<file path="src/include/ecq_defs.vh">
// Constants of the event counter and two-phase channel
`ifndef ECQ_DEFS_VH
`define ECQ_DEFS_VH

`define ECQ_CNT_W        16
`define ECQ_CNT_RST      16'h0000
`define ECQ_CNT_MAX      16'hffff
`define ECQ_CNT_MIN      16'h0000
`define ECQ_TRG_PIN      2'h0
`define ECQ_TRG_COMP     2'h1
`define ECQ_TRG_PREV     2'h2
`define ECQ_TRG_NEXT     2'h3
`define ECQ_CHAN_NORMAL  3'h2
`define ECQ_CHAN_SELECT  3'h3
`define ECQ_CHAN_X4      3'h4
`define ECQ_FLAG_RST     1'h0
`define ECQ_DIR_RST      1'h1
`define ECQ_CNT_STEP     16'h0001

`endif

</file>
<file path="src/rtl/ecq_counter.v">
// Event counter channel with two-phase pulse decoding
`timescale 1ns/1ps
`include "ecq_defs.vh"
// How it works
// - Trigger select 00b counts pin edges; others count companion/neighbour events.
// - Single-phase pin counting uses only the software-chosen active edge.
// - Direction by software or aux pin: low counts down, high counts up.
// - Reload mode loads reload register on overflow or underflow, keeps counting.
// - Free-running mode just wraps and continues without reload.
// - Overflow every FFFFh-n+1 up counts, underflow every n+1 down counts.
// - Counting happens only while run bit is one.
// - Interrupt request pulses on each overflow or underflow.
// - Count register read returns present counter value.
// - Write while stopped or before first event sets reload and counter.
// - Write after first event sets only reload; applied at next reload.
// - Pulse output toggles on overflow/underflow, low while run bit is zero.
// - Two-phase counting only on channels three to five, using both pins.
// - Normal two-phase: up on rising, down on falling, aux pin high.
// - Times-four: input rising with aux high counts all edges up.
// - Times-four: input falling with aux high counts all edges down.
// - Fourth channel selects processing; third normal, fifth times-four.
// - Fourth channel two-phase: index input clears the counter.
// - Index clear armed by writing 0000h and enable; clears at next count.
module ecq_counter #(
   parameter CHANNEL = 3                  // Channel number, 0 to 4
) (
   input  wire        I_CLOCK,            // Clock, 50 MHz
   input  wire        I_RST,              // Synchronous reset, active high
   input  wire        I_COUNT_INPUT_PIN,  // Count input / phase A pin
   input  wire        I_AUX_PHASE_PIN,    // Aux pin / phase B / direction
   input  wire        I_INDEX_PIN,        // Index (Z-phase) input
   input  wire        I_INDEX_POL,        // Index edge: 1 rising, 0 falling
   input  wire        I_CHANNEL_RUN_BIT,  // Run bit, 1 counts
   input  wire [1:0]  I_TRIGGER_SELECT,   // Count source select
   input  wire        I_EDGE_FALLING,     // Pin active edge: 1 falling
   input  wire        I_DIR_BY_PIN,       // Direction from aux pin
   input  wire        I_DIR_UP,           // Software direction, 1 up
   input  wire        I_FREE_RUN,         // Free-running, no reload
   input  wire        I_PULSE_OUT_EN,     // Pulse output enable
   input  wire        I_TWO_PHASE_ENABLE, // Two-phase processing enable
   input  wire        I_QUAD_MODE_SELECT, // Fourth channel: 1 times-four
   input  wire        I_INDEX_CLEAR_ENABLE, // Index clear enable
   input  wire        I_COMP_EVENT,       // Companion timer over/underflow
   input  wire        I_PREV_EVENT,       // Preceding channel over/underflow
   input  wire        I_NEXT_EVENT,       // Following channel over/underflow
   input  wire        I_WR_STB,           // Count register write strobe
   input  wire [15:0] I_WR_DATA,          // Count register write data
   output wire [15:0] O_COUNT_VALUE_REG,  // Present counter value
   output wire [15:0] O_RELOAD,           // Reload register
   output wire        O_IRQ,              // Interrupt request pulse
   output wire        O_EVENT,            // Over/underflow pulse
   output wire        O_PULSE_OUT         // Pulse output pin level
);

   // ---------------------------------------------
   // Pin synchronisation
   // ---------------------------------------------
   localparam NPIN    = 3;
   localparam PIN_CNT = 0;
   localparam PIN_AUX = 1;
   localparam PIN_IDX = 2;

   wire [NPIN-1:0] pin_raw;
   wire [NPIN-1:0] pin_lvl;
   wire [NPIN-1:0] pin_rise;
   wire [NPIN-1:0] pin_fall;

   assign pin_raw[PIN_CNT] = I_COUNT_INPUT_PIN;
   assign pin_raw[PIN_AUX] = I_AUX_PHASE_PIN;
   assign pin_raw[PIN_IDX] = I_INDEX_PIN;

   genvar gi;
   generate
      for (gi = 0; gi < NPIN; gi = gi + 1) begin : g_pin
         ecq_sync u_sync (
            .i_clk   (I_CLOCK),
            .i_rst   (I_RST),
            .i_pin   (pin_raw[gi]),
            .o_level (pin_lvl[gi]),
            .o_rise  (pin_rise[gi]),
            .o_fall  (pin_fall[gi])
         );
      end
   endgenerate

   wire a_rise = pin_rise[PIN_CNT];
   wire a_fall = pin_fall[PIN_CNT];
   wire b_lvl  = pin_lvl[PIN_AUX];
   wire b_rise = pin_rise[PIN_AUX];
   wire b_fall = pin_fall[PIN_AUX];
   wire z_rise = pin_rise[PIN_IDX];
   wire z_fall = pin_fall[PIN_IDX];

   // ---------------------------------------------
   // Helper functions
   // ---------------------------------------------
   // Picks one edge of a pin, the falling one when sel_fall is set
   function edge_pick;
      input sel_fall;
      input rise;
      input fall;
      begin
         edge_pick = sel_fall ? fall : rise;
      end
   endfunction

   // Counter stands at the end of its range for this direction
   function at_limit;
      input [15:0] value;
      input        up;
      begin
         if (up)
            at_limit = (value == `ECQ_CNT_MAX);
         else
            at_limit = (value == `ECQ_CNT_MIN);
      end
   endfunction

   // One count step up or down, wrapping at either end
   function [15:0] count_step;
      input [15:0] value;
      input        up;
      begin
         if (up)
            count_step = value + `ECQ_CNT_STEP;
         else
            count_step = value - `ECQ_CNT_STEP;
      end
   endfunction

   // ---------------------------------------------
   // Mode decode
   // ---------------------------------------------
   localparam HAS_2PH = (CHANNEL >= `ECQ_CHAN_NORMAL) &&
                        (CHANNEL <= `ECQ_CHAN_X4);

   wire two_ph = I_TWO_PHASE_ENABLE && HAS_2PH &&
                 (I_TRIGGER_SELECT == `ECQ_TRG_PIN);
   wire use_x4 = (CHANNEL == `ECQ_CHAN_X4) ||
                 ((CHANNEL == `ECQ_CHAN_SELECT) &&
                  I_QUAD_MODE_SELECT);

   // Times-four direction: B leads A counts up, A leads B counts down
   reg x4_dir_reg;
   reg x4_dir_next;
   always @* begin
      x4_dir_next = x4_dir_reg;
      if (a_rise && b_lvl)
         x4_dir_next = 1'b1;
      else if (a_fall && b_lvl)
         x4_dir_next = 1'b0;
   end

   // ---------------------------------------------
   // Count event and direction
   // ---------------------------------------------
   reg cnt_evt;
   reg cnt_up;
   always @* begin
      cnt_evt = 1'b0;
      cnt_up  = 1'b1;
      if (two_ph) begin
         if (use_x4) begin
            cnt_evt = a_rise | a_fall | b_rise | b_fall;
            cnt_up  = x4_dir_next;
         end else begin
            cnt_evt = (a_rise | a_fall) & b_lvl;
            cnt_up  = a_rise;
         end
      end else begin
         case (I_TRIGGER_SELECT)
            `ECQ_TRG_PIN:
               cnt_evt = edge_pick(I_EDGE_FALLING, a_rise, a_fall);
            `ECQ_TRG_COMP: cnt_evt = I_COMP_EVENT;
            `ECQ_TRG_PREV: cnt_evt = I_PREV_EVENT;
            `ECQ_TRG_NEXT: cnt_evt = I_NEXT_EVENT;
            default:       cnt_evt = 1'b0;
         endcase
         cnt_up = I_DIR_BY_PIN ? b_lvl : I_DIR_UP;
      end
   end

   // ---------------------------------------------
   // Counter, reload and output
   // ---------------------------------------------
   reg [15:0] count_reg;
   reg [15:0] count_next;
   reg [15:0] reload_reg;
   reg [15:0] reload_next;
   reg        started_reg;
   reg        started_next;
   reg        evt_reg;
   reg        pout_reg;
   reg        pout_next;
   reg        idx_arm_reg;
   reg        idx_arm_next;
   reg        idx_pend_reg;
   reg        idx_pend_next;

   wire run      = I_CHANNEL_RUN_BIT;
   wire tick     = run && cnt_evt;
   // Wrap is the count that passes the end: n+1 counts per underflow
   wire wrap     = tick && at_limit(count_reg, cnt_up);
   wire idx_edge = edge_pick(~I_INDEX_POL, z_rise, z_fall);
   wire idx_ok   = two_ph && (CHANNEL == `ECQ_CHAN_SELECT) &&
                   I_INDEX_CLEAR_ENABLE && idx_arm_reg;
   // A write racing a count event loses the counter to the event
   wire wr_count = I_WR_STB && !(run && started_reg) && !tick;

   // ---------------------------------------------
   // Start and index flags
   // ---------------------------------------------
   // Dropping the run bit forgets that counting had begun
   always @* begin
      started_next = started_reg;
      if (!run)
         started_next = 1'h0;
      else if (tick)
         started_next = 1'h1;
   end

   always @* begin
      idx_arm_next = idx_arm_reg;
      if (I_WR_STB)
         idx_arm_next = (I_WR_DATA == `ECQ_CNT_MIN);
   end

   // A new index edge wins over the clear in the same cycle;
   // leaving index mode drops a pending clear
   always @* begin
      idx_pend_next = idx_pend_reg;
      if (idx_ok && idx_edge)
         idx_pend_next = 1'h1;
      else if (tick || !idx_ok)
         idx_pend_next = 1'h0;
   end

   // ---------------------------------------------
   // Counter and reload
   // ---------------------------------------------
   // Every write reaches the reload register
   always @* begin
      reload_next = reload_reg;
      if (I_WR_STB)
         reload_next = I_WR_DATA;
   end

   // Early write first, then index clear, reload and plain step
   always @* begin
      count_next = count_reg;
      if (wr_count)
         count_next = I_WR_DATA;
      else if (tick && idx_pend_reg)
         count_next = `ECQ_CNT_MIN;
      else if (wrap && !I_FREE_RUN)
         count_next = reload_reg;
      else if (tick)
         count_next = count_step(count_reg, cnt_up);
   end

   // ---------------------------------------------
   // Pulse output
   // ---------------------------------------------
   // Held low while stopped, toggled on every wrap
   always @* begin
      pout_next = pout_reg;
      if (!run)
         pout_next = 1'h0;
      else if (wrap && I_PULSE_OUT_EN)
         pout_next = ~pout_reg;
   end

   // ---------------------------------------------
   // Register update
   // ---------------------------------------------
   always @(posedge I_CLOCK) begin
      if (I_RST) begin
         count_reg    <= `ECQ_CNT_RST;
         reload_reg   <= `ECQ_CNT_RST;
         started_reg  <= `ECQ_FLAG_RST;
         evt_reg      <= `ECQ_FLAG_RST;
         pout_reg     <= `ECQ_FLAG_RST;
         idx_arm_reg  <= `ECQ_FLAG_RST;
         idx_pend_reg <= `ECQ_FLAG_RST;
         x4_dir_reg   <= `ECQ_DIR_RST;
      end else begin
         count_reg    <= count_next;
         reload_reg   <= reload_next;
         started_reg  <= started_next;
         evt_reg      <= wrap;
         pout_reg     <= pout_next;
         idx_arm_reg  <= idx_arm_next;
         idx_pend_reg <= idx_pend_next;
         x4_dir_reg   <= x4_dir_next;
      end
   end

   assign O_COUNT_VALUE_REG = count_reg;
   assign O_RELOAD          = reload_reg;
   assign O_IRQ             = evt_reg;
   assign O_EVENT           = evt_reg;
   assign O_PULSE_OUT       = pout_reg;

endmodule

</file>
<file path="src/rtl/ecq_sync.v">
// Two-stage synchroniser with edge detection for one pin
`timescale 1ns/1ps
module ecq_sync (
   input  wire i_clk,    // Clock
   input  wire i_rst,    // Synchronous reset, active high
   input  wire i_pin,    // Raw pin level
   output wire o_level,  // Synchronised level
   output wire o_rise,   // Rising edge pulse
   output wire o_fall    // Falling edge pulse
);

   reg meta_reg;
   reg sync_reg;
   reg last_reg;

   always @(posedge i_clk) begin
      if (i_rst) begin
         // Follow the pin so its idle level gives no edge after reset
         meta_reg <= i_pin;
         sync_reg <= i_pin;
         last_reg <= i_pin;
      end else begin
         meta_reg <= i_pin;
         sync_reg <= meta_reg;
         last_reg <= sync_reg;
      end
   end

   assign o_level = sync_reg;
   assign o_rise  = sync_reg & ~last_reg;
   assign o_fall  = ~sync_reg & last_reg;

endmodule

</file>
<file path="config.mk">
export PLATFORM = sky130hd
export DESIGN_NAME = ecq_counter
export DESIGN_NICKNAME = d
export VERILOG_FILES = /design/src/rtl/ecq_counter.v /design/src/rtl/ecq_sync.v
export VERILOG_INCLUDE_DIRS = /design/src /design/src/include
export SDC_FILE = /design/constraint.sdc
export NUM_CORES = 1
export LEC_CHECK = 0
export BUFFER_PORTS_ARGS = -buffer_cell sky130_fd_sc_hd__buf_2
export CORE_MARGIN = 4
export CORE_UTILIZATION = 54
export CTS_CLUSTER_DIAMETER = 40
export CTS_CLUSTER_SIZE = 24
export DETAILED_ROUTE_END_ITERATION = 7
export MAX_ROUTING_LAYER = met4
export PLACE_DENSITY_LB_ADDON = 0.25
export SETUP_SLACK_MARGIN = 0.02
export SYNTH_ARGS = -nofsm -noshare
export SYNTH_HDL_FRONTEND = slang
export SYNTH_HIERARCHICAL = 1
export SYNTH_SLANG_ARGS = --single-unit
</file>
<file path="constraint.sdc">
create_clock -name I_CLOCK -period 3.2 [get_ports I_CLOCK]
set_input_delay 0.16 -clock I_CLOCK [delete_from_list [all_inputs] [get_ports I_CLOCK]]
set_output_delay 0.16 -clock I_CLOCK [all_outputs]
set_load 0.01 [all_outputs]
</file>
==> metrics.txt, run 1 <==
status completed; router iterations before antenna repair 5; crit-path max FO 5; CTS H-tree lvls 2; sequential share of the synthesized area 31.8%; antenna violations before repair 0; Synth Area in XOR/XNOR 2.66%; GR Overflow Total 0; num rows 26; number of synthesized flops with an enable pin 0; Flop pwr share between 40% and 50%; CTS clock-pin slew for the worst setup and hold paths 90 ps; Pleak 1.54 nW; relative slew slack 56.2%; vias 3044; fin worst setup slack 309 ps; ys async rst share 0%; clock sink count 47; Data required, critical path between 3000 and 4000 ps; Psw 0.000550 W; CTS tree built; simple-gate share of the synthesized area 27.2%; vias in the first global route about 2800; Crit Path Category register to register; Final Skew 3.88 ps; Tmin final 2890 ps; Ant. Diodes 0; layout cells sized above 1 26.1%; DR WL met3 between 800 and 900 um; Final Hold Viols 0; combinational fraction of design power 29.8%; Pwr Density 466 nW/um2; Netlist Area Pre-Place 2960 um2; core area 5200 um2; gr usage total roughly 28%; Hold Crit Class input port to register; met1 wire length 3890 um; max-cap violations 0; die width 82.1 um; final period utilization 90.3%; cells taking the most area after synthesis dfxtp_1 32%, mux2i_1 11%, nor2_1 5.2%; Worst-Margin Slew 639 ps; top-area cell type share of the netlist area between 30% and 40%; dominant synthesized flop cell dfxtp_1; Sw Share 33.8%; Max IR drop VDD 0.000327 V; final wirelength between 8000 and 9000 um; placed insts 481; P_int about 0.0011 W; DRT antenna net count 0; postcts setup bufs 0; RePlAce Congestion 0.909; max layer used met4; Nets 459; DPL Wire Length 6630 um; post-synthesis cell type count a little under 60; syn_nets 393; area fraction in compound gates after synthesis 17.0%; initial core utilization 56.9%; area grow syn2layout 17.8%; post-synthesis mux area share 16.4%; endpoint class of the critical path register; Avg Vias per Cell 6.20; I/O pin count 72; length of routed met2 wiring 4110 um; worst skew pair latency 300 ps; Clock Root Buffer clkbuf_8; IO Port Bufs 71; Post-Synth Adder-Cell Area less than 1%; final setup fails 0; CTS max path bufs 2; most frequent cell after synthesis dfxtp_1; die area 6730 um2; pin count of the biggest net entering global routing 33; total of warnings raised by yosys 6; achievable frequency 346 MHz; pre-CTS setup slack 419 ps; Worst setup SP type register; Mapped Avg Cell Area 8.34 um2; TritonCTS Buffers 5; Yosys top cell by area dfxtp_1; DRC violations left 0; RSZ-0062 raised after global routing false; first-pass GRT wire length 14200 um; final slew viol count 0; Vert. Die Dim 82.1 um; Starting DRT DRC Count between 300 and 400; most frequent cells after synthesis 47 x dfxtp_1, 41 x nor2_1, 34 x mux2i_1; Clock power frac 26.6%; synthesized flop and latch total 47; Setup TNS 0 ps; Worst EP arrival 3090 ps; main combinational cell family by area after synthesis simple AND/OR/NAND/NOR gates; DR WL/cell 18.3 um; Syn Inst Count 355; Post-Layout Cell Count around 490
[per-layer routing]
layer	global-route usage (%)	vias to the layer above
met5	-	-
met4	7.31	0
met3	4.71	24
met2	42.5	177
met1	39.8	1409
li1	-	1434
[cell families (layout without fill, tap and decap cells)]
group	Yosys count	after routing
adders and majority gates	1	1
muxes	45	45
and+or+nand+nor	154	154
AOI/OAI and AO/OA	70	70
DFF	47	47
xor gates and xnor gates	9	9
buffers and inverters	29	95
[power by group through the flow]
stage	Combinational, W	Clock [W]	Sequential, W
2_1_floorplan	0.000327	0	0.000705
3_3_place_gp	0.000465	0	0.000716
3_5_place_dp	0.000475	0	0.000719
4_1_cts	0.000479	0.000442	0.000706
5_1_grt	0.000525	0.000469	0.000718
6_report	0.000485	0.000433	0.000709
[worst max-delay path, stage by stage (launching register included)]
cell	delay [ps]
dfxtp_1	330
nor2b_1	180
nand2_1	100
a32oi_1	320
mux2i_4	120
xnor2_1	160
ha_1	280
nand3_1	150
or3_1	350
mux2i_1	180
xor2_1	200
a211oi_2	80
a2111oi_2	360
[timing repair]
item	in CTS	in global routing
hold buffers	3	0
endpoints found under the setup margin	0	0
resized for setup	0	0
hold endpoints to repair	3	0
[worst paths after layout]
check | startpoint | slack, ps | cells past startpoint | to
worst max-delay path | g_pin[0].u_sync/last_reg$_DFF_P_ | 310 | 12 | O_COUNT_VALUE_REG[8]$_SDFFE_PP0P_
worst min-delay path | I_CHANNEL_RUN_BIT | 120 | 2 | started_reg$_SDFFE_PP0P_
worst max register to register | g_pin[0].u_sync/last_reg$_DFF_P_ | 310 | 12 | O_COUNT_VALUE_REG[8]$_SDFFE_PP0P_
worst min register to register | g_pin[2].u_sync/meta_reg$_DFF_P_ | 470 | 1 | g_pin[2].u_sync/o_level$_DFF_P_
[cell usage in the layout, fill, tap and decap left out, types with 4 or more instances in the layout]
| master | instances |
|---|---|
| o221ai_1 | 6 |
| nor2b_1 | 8 |
| mux2_2 | 9 |
| mux2i_1 | 34 |
| dfxtp_1 | 47 |
| a31oi_1 | 6 |
| nand2_1 | 33 |
| buf_2 | 71 |
| a21oi_1 | 15 |
| buf_4 | 8 |
| xnor2_1 | 5 |
| nor4_1 | 7 |
| and2_1 | 5 |
| nor2_1 | 41 |
| o21ai_0 | 17 |
| clkbuf_8 | 5 |
| nand2b_1 | 5 |
| or3_1 | 4 |
| inv_1 | 6 |
| nor3_1 | 10 |
| xor2_1 | 4 |
| and3_1 | 5 |
| nand3_1 | 14 |
[stage by stage]
stage	power, W	hold WS, ps	utilization (%)	instance area [um2]
after detailed placement	0.00119	291	64.4	3350
after global routing	0.00171	122	67.0	3490
after floorplan	0.00103	188	-	2960
after CTS	0.00163	112	67.0	3490
after global placement	0.00118	288	64.4	3350
final	0.00163	119	67.0	3490
[area by class of cell]
cell class | count | area [um2]
Fill cell | 440 | 1720
Inverter | 6 | 22.5
Timing Repair Buffer | 82 | 445
Tap cell | 70 | 87.6
Multi-Input combinational cell | 279 | 1890
Sequential cell | 47 | 941
Clock inverter | 2 | 37.5
Clock buffer | 5 | 68.8
(Power assumes the default switching activity.)
==> run 2: changes to the inputs <==
--- a/config.mk
+++ b/config.mk
@@ -7,10 +7,12 @@
 export NUM_CORES = 1
 export LEC_CHECK = 0
+export ABC_AREA = 1
 export BUFFER_PORTS_ARGS = -buffer_cell sky130_fd_sc_hd__buf_2
 export CORE_MARGIN = 4
-export CORE_UTILIZATION = 54
+export CORE_UTILIZATION = 55
 export CTS_CLUSTER_DIAMETER = 40
 export CTS_CLUSTER_SIZE = 24
 export DETAILED_ROUTE_END_ITERATION = 7
+export GPL_ROUTABILITY_DRIVEN = 0
 export MAX_ROUTING_LAYER = met4
 export PLACE_DENSITY_LB_ADDON = 0.25
==> constraint.sdc (replaced) <==
create_clock -name I_CLOCK -period 3.2 [get_ports I_CLOCK]
set_input_delay 0.16 -clock I_CLOCK [delete_from_list [all_inputs] [get_ports I_CLOCK]]
set_output_delay 0.16 -clock I_CLOCK [all_outputs]
set_load 0.05 [all_outputs]
==> run 2 against run 1 <==
Register-to-register slack better by 250 ps; sequential share of layout area is 1.5 points lower; critical path depth stayed put; first-iteration DRC count is 9.0% higher; utilization is 1.0 points lower; die area is 6.5% higher; sequential power is 2% higher; non-clock buffer count is 3 lower; synthesized area is 9.2% higher; largest cell class unchanged.
==> metrics.txt, run 2 <==
Hold Slack 80.9 ps (was 119 ps); layout cells sized above 1 23.5% (was 26.1%); final wirelength 9060 um (was 8990 um); total of warnings raised by yosys 6 (unchanged); cells taking the most area after synthesis dfxtp_1 29%, nand2_1 12%, o21ai_0 8.4% (was dfxtp_1 32%, mux2i_1 11%, nor2_1 5.2%); area grow syn2layout 14.5% (was 17.8%); Final Hold Viols 0 (unchanged); post-synthesis cell type count 42 (was 59); Ant. Diodes 0 (unchanged); initial core utilization 57.7% (was 56.9%); CP bufs+invs 2 (was 0); Pwr Density 522 nW/um2 (was 466 nW/um2); endpoint class of the critical path register (unchanged); router iterations before antenna repair 5 (unchanged); status completed (unchanged); DR WL/cell 14.4 um (was 18.3 um); Max IR drop VDD 0.000306 V (was 0.000327 V); Syn Inst Count 493 (was 355); crit-path max FO 20 (was 5); Yosys top cell by area dfxtp_1 (unchanged); CTS-repair resized insts 0 (unchanged); num rows 27 (was 26); most frequent cells in the layout 100 x nand2_1, 71 x buf_2, 58 x nor2_1, 58 x inv_1, 54 x o21ai_0 (was 71 x buf_2, 47 x dfxtp_1, 41 x nor2_1); Worst-Margin Slew 931 ps (was 639 ps); TritonCTS Buffers 5 (unchanged); die area 7170 um2 (was 6730 um2); DPL Wire Length 6750 um (was 6630 um); gr usage total 26.3% (was 28.4%); GR Overflow Total 0 (unchanged); Worst EP arrival 2830 ps (was 3090 ps); ys async rst share 0% (unchanged); final slew viol count 0 (unchanged); relative slew slack 37.9% (was 56.2%); Clock Root Buffer clkbuf_8 (unchanged); CTS tree built (unchanged); syn_nets 531 (was 393); die width 84.7 um (was 82.1 um); I/O pin count 72 (unchanged); most frequent cell after synthesis nand2_1 (was dfxtp_1); Nets 594 (was 459); Setup TNS 0 ps (unchanged); Hold Crit Class input port to register (unchanged); RSZ-0062 raised after global routing false (unchanged); most frequent cells after synthesis 100 x nand2_1, 58 x inv_1, 58 x nor2_1 (was 47 x dfxtp_1, 41 x nor2_1, 34 x mux2i_1); worst skew pair latency 300 ps (about the same); number of synthesized flops with an enable pin 0 (unchanged); postcts setup bufs 0 (unchanged); max-cap violations 0 (unchanged); Starting DRT DRC Count 339 (was 311); CP max-delay cell nand3_1 (was a2111oi_2); vias in the first global route 3291 (was 2791); final period utilization 82.5% (was 90.3%); Tmin final 2640 ps (was 2890 ps); dominant synthesized flop cell dfxtp_1 (unchanged); CTS H-tree lvls 2 (unchanged); achievable frequency 379 MHz (was 346 MHz); Netlist Area Pre-Place 3230 um2 (was 2960 um2); clock sink count 47 (unchanged); DRC violations left 0 (unchanged); vias 3498 (was 3044); CP cell instances inv_1, nor2_2, nor2_1, nor2_4, nand2_4, nand2_4, inv_2, a21oi_1, nand3_1, or2_2, nand3_1, a21oi_1 (was nor2b_1, nand2_1, a32oi_1, mux2i_4, xnor2_1, ha_1, nand3_1, or3_1, mux2i_1, xor2_1, a211oi_2, a2111oi_2); Avg Vias per Cell 5.56 (was 6.20); antenna violations before repair 0 (unchanged); CTS clock-pin slew for the worst setup and hold paths 90 ps (about the same); Vert. Die Dim 84.7 um (was 82.1 um); Final Skew 9.03 ps (was 3.88 ps); core area 5610 um2 (was 5200 um2); Pleak 1.88 nW (was 1.54 nW); Data required, critical path 3390 ps (was 3400 ps); final setup fails 0 (unchanged); fill count 533 (was 440); synthesized flop and latch total 47 (unchanged); sequential share of the synthesized area 29.1% (was 31.8%); CTS max path bufs 2 (unchanged); top-area cell type share of the netlist area 29.1% (was 31.8%); first-pass GRT wire length 15300 um (was 14200 um); commonest non-fill, non-tap cell in the layout nand2_1 (was buf_2); IO Port Bufs 71 (unchanged); Mapped Avg Cell Area 6.56 um2 (was 8.34 um2); DRT antenna net count 0 (unchanged); Worst setup SP type register (unchanged); pin count of the biggest net entering global routing 36 (was 33); Crit Path Category register to register (unchanged); CP top delay family simple AND/OR/NAND/NOR gates (unchanged); CP max stage delay 490 ps (was 360 ps); CTS hold repair buffers 3 (unchanged)
[run 2: changes by cell type in the layout (fill, tap and decap cells not counted), sizes merged, moves of 9 or more]
cell / previous run / this run
inv: 6 / 61
nand3: 15 / 40
nand2: 33 / 121
mux2i: 36 / 2
o21ai: 17 / 62
nor2: 42 / 67
mux2: 9 / 0
nor3: 11 / 2
[run 2: worst paths after layout]
kind / startpoint / to / slack (ps) / depth (start not counted)
max reg2reg: g_pin[0].u_sync/o_level$_DFF_P_ / O_COUNT_VALUE_REG[6]$_SDFFE_PP0P_ / 560 / 12
min reg2reg: g_pin[2].u_sync/meta_reg$_DFF_P_ / g_pin[2].u_sync/o_level$_DFF_P_ / 430 / 2
max: g_pin[0].u_sync/o_level$_DFF_P_ / O_COUNT_VALUE_REG[6]$_SDFFE_PP0P_ / 560 / 12
min: I_WR_DATA[6] / idx_arm_reg$_SDFFE_PP0P_ / 80 / 2
[run 2: kinds of logic (layout without fill, tap and decap cells)]
family                     after synthesis  in the layout  synth area share, %
DFF                                     47             47                 29.1
muxes                                    2              2                0.619
adders and majority gates                1              1                0.387
and+or+nand+nor                        248            248                 37.1
AOI/OAI and AO/OA                      101            101                 18.3
xor gates and xnor gates                 9              9                 2.67
buffers and inverters                   85            149                 11.8
[run 2: metal layers]
metal	routed length (um)	global-route usage, %	share of wire, %
met5	0	-	0
met3	717	4.32	7.9
met4	114	5.76	1.3
met1	4020	35.2	44
met2	4210	41.8	46
[run 2: cell type report]
| cell class | instances | area [um2] | share of cell area (%) |
|---|---|---|---|
| clock buffers | 7 | 96.3 | 2.60 |
| clock inverters | 1 | 7.51 | 0.203 |
| inverters | 62 | 233 | 6.29 |
| multi-input cells | 361 | 1910 | 51.6 |
| flip-flops and latches | 47 | 941 | 25.4 |
| well taps | 72 | 90.1 | 2.43 |
| repair buffers | 79 | 423 | 11.4 |
[run 2: per-stage QoR]
step / power [W] / area (um2) / worst slack, ps / std cells / util, %
2_1_floorplan: 0.00135 / 3230 / 1030 / 493 / -
3_3_place_gp: 0.00152 / 3570 / 748 / 618 / 63.6
3_5_place_dp: 0.00153 / 3570 / 608 / 618 / 63.6
4_1_cts: 0.00192 / 3700 / 581 / 629 / 66.0
5_1_grt: 0.00206 / 3700 / 220 / 629 / 66.0
6_report: 0.00193 / 3700 / 561 / 629 / 66.0
[run 2: where the power goes]
group / internal (W) / switching, W / total [W]
Sequential: 0.000637 / 0.0000831 / 0.000720
Combinational: 0.000257 / 0.000563 / 0.000819
Clock: 0.000197 / 0.000198 / 0.000394
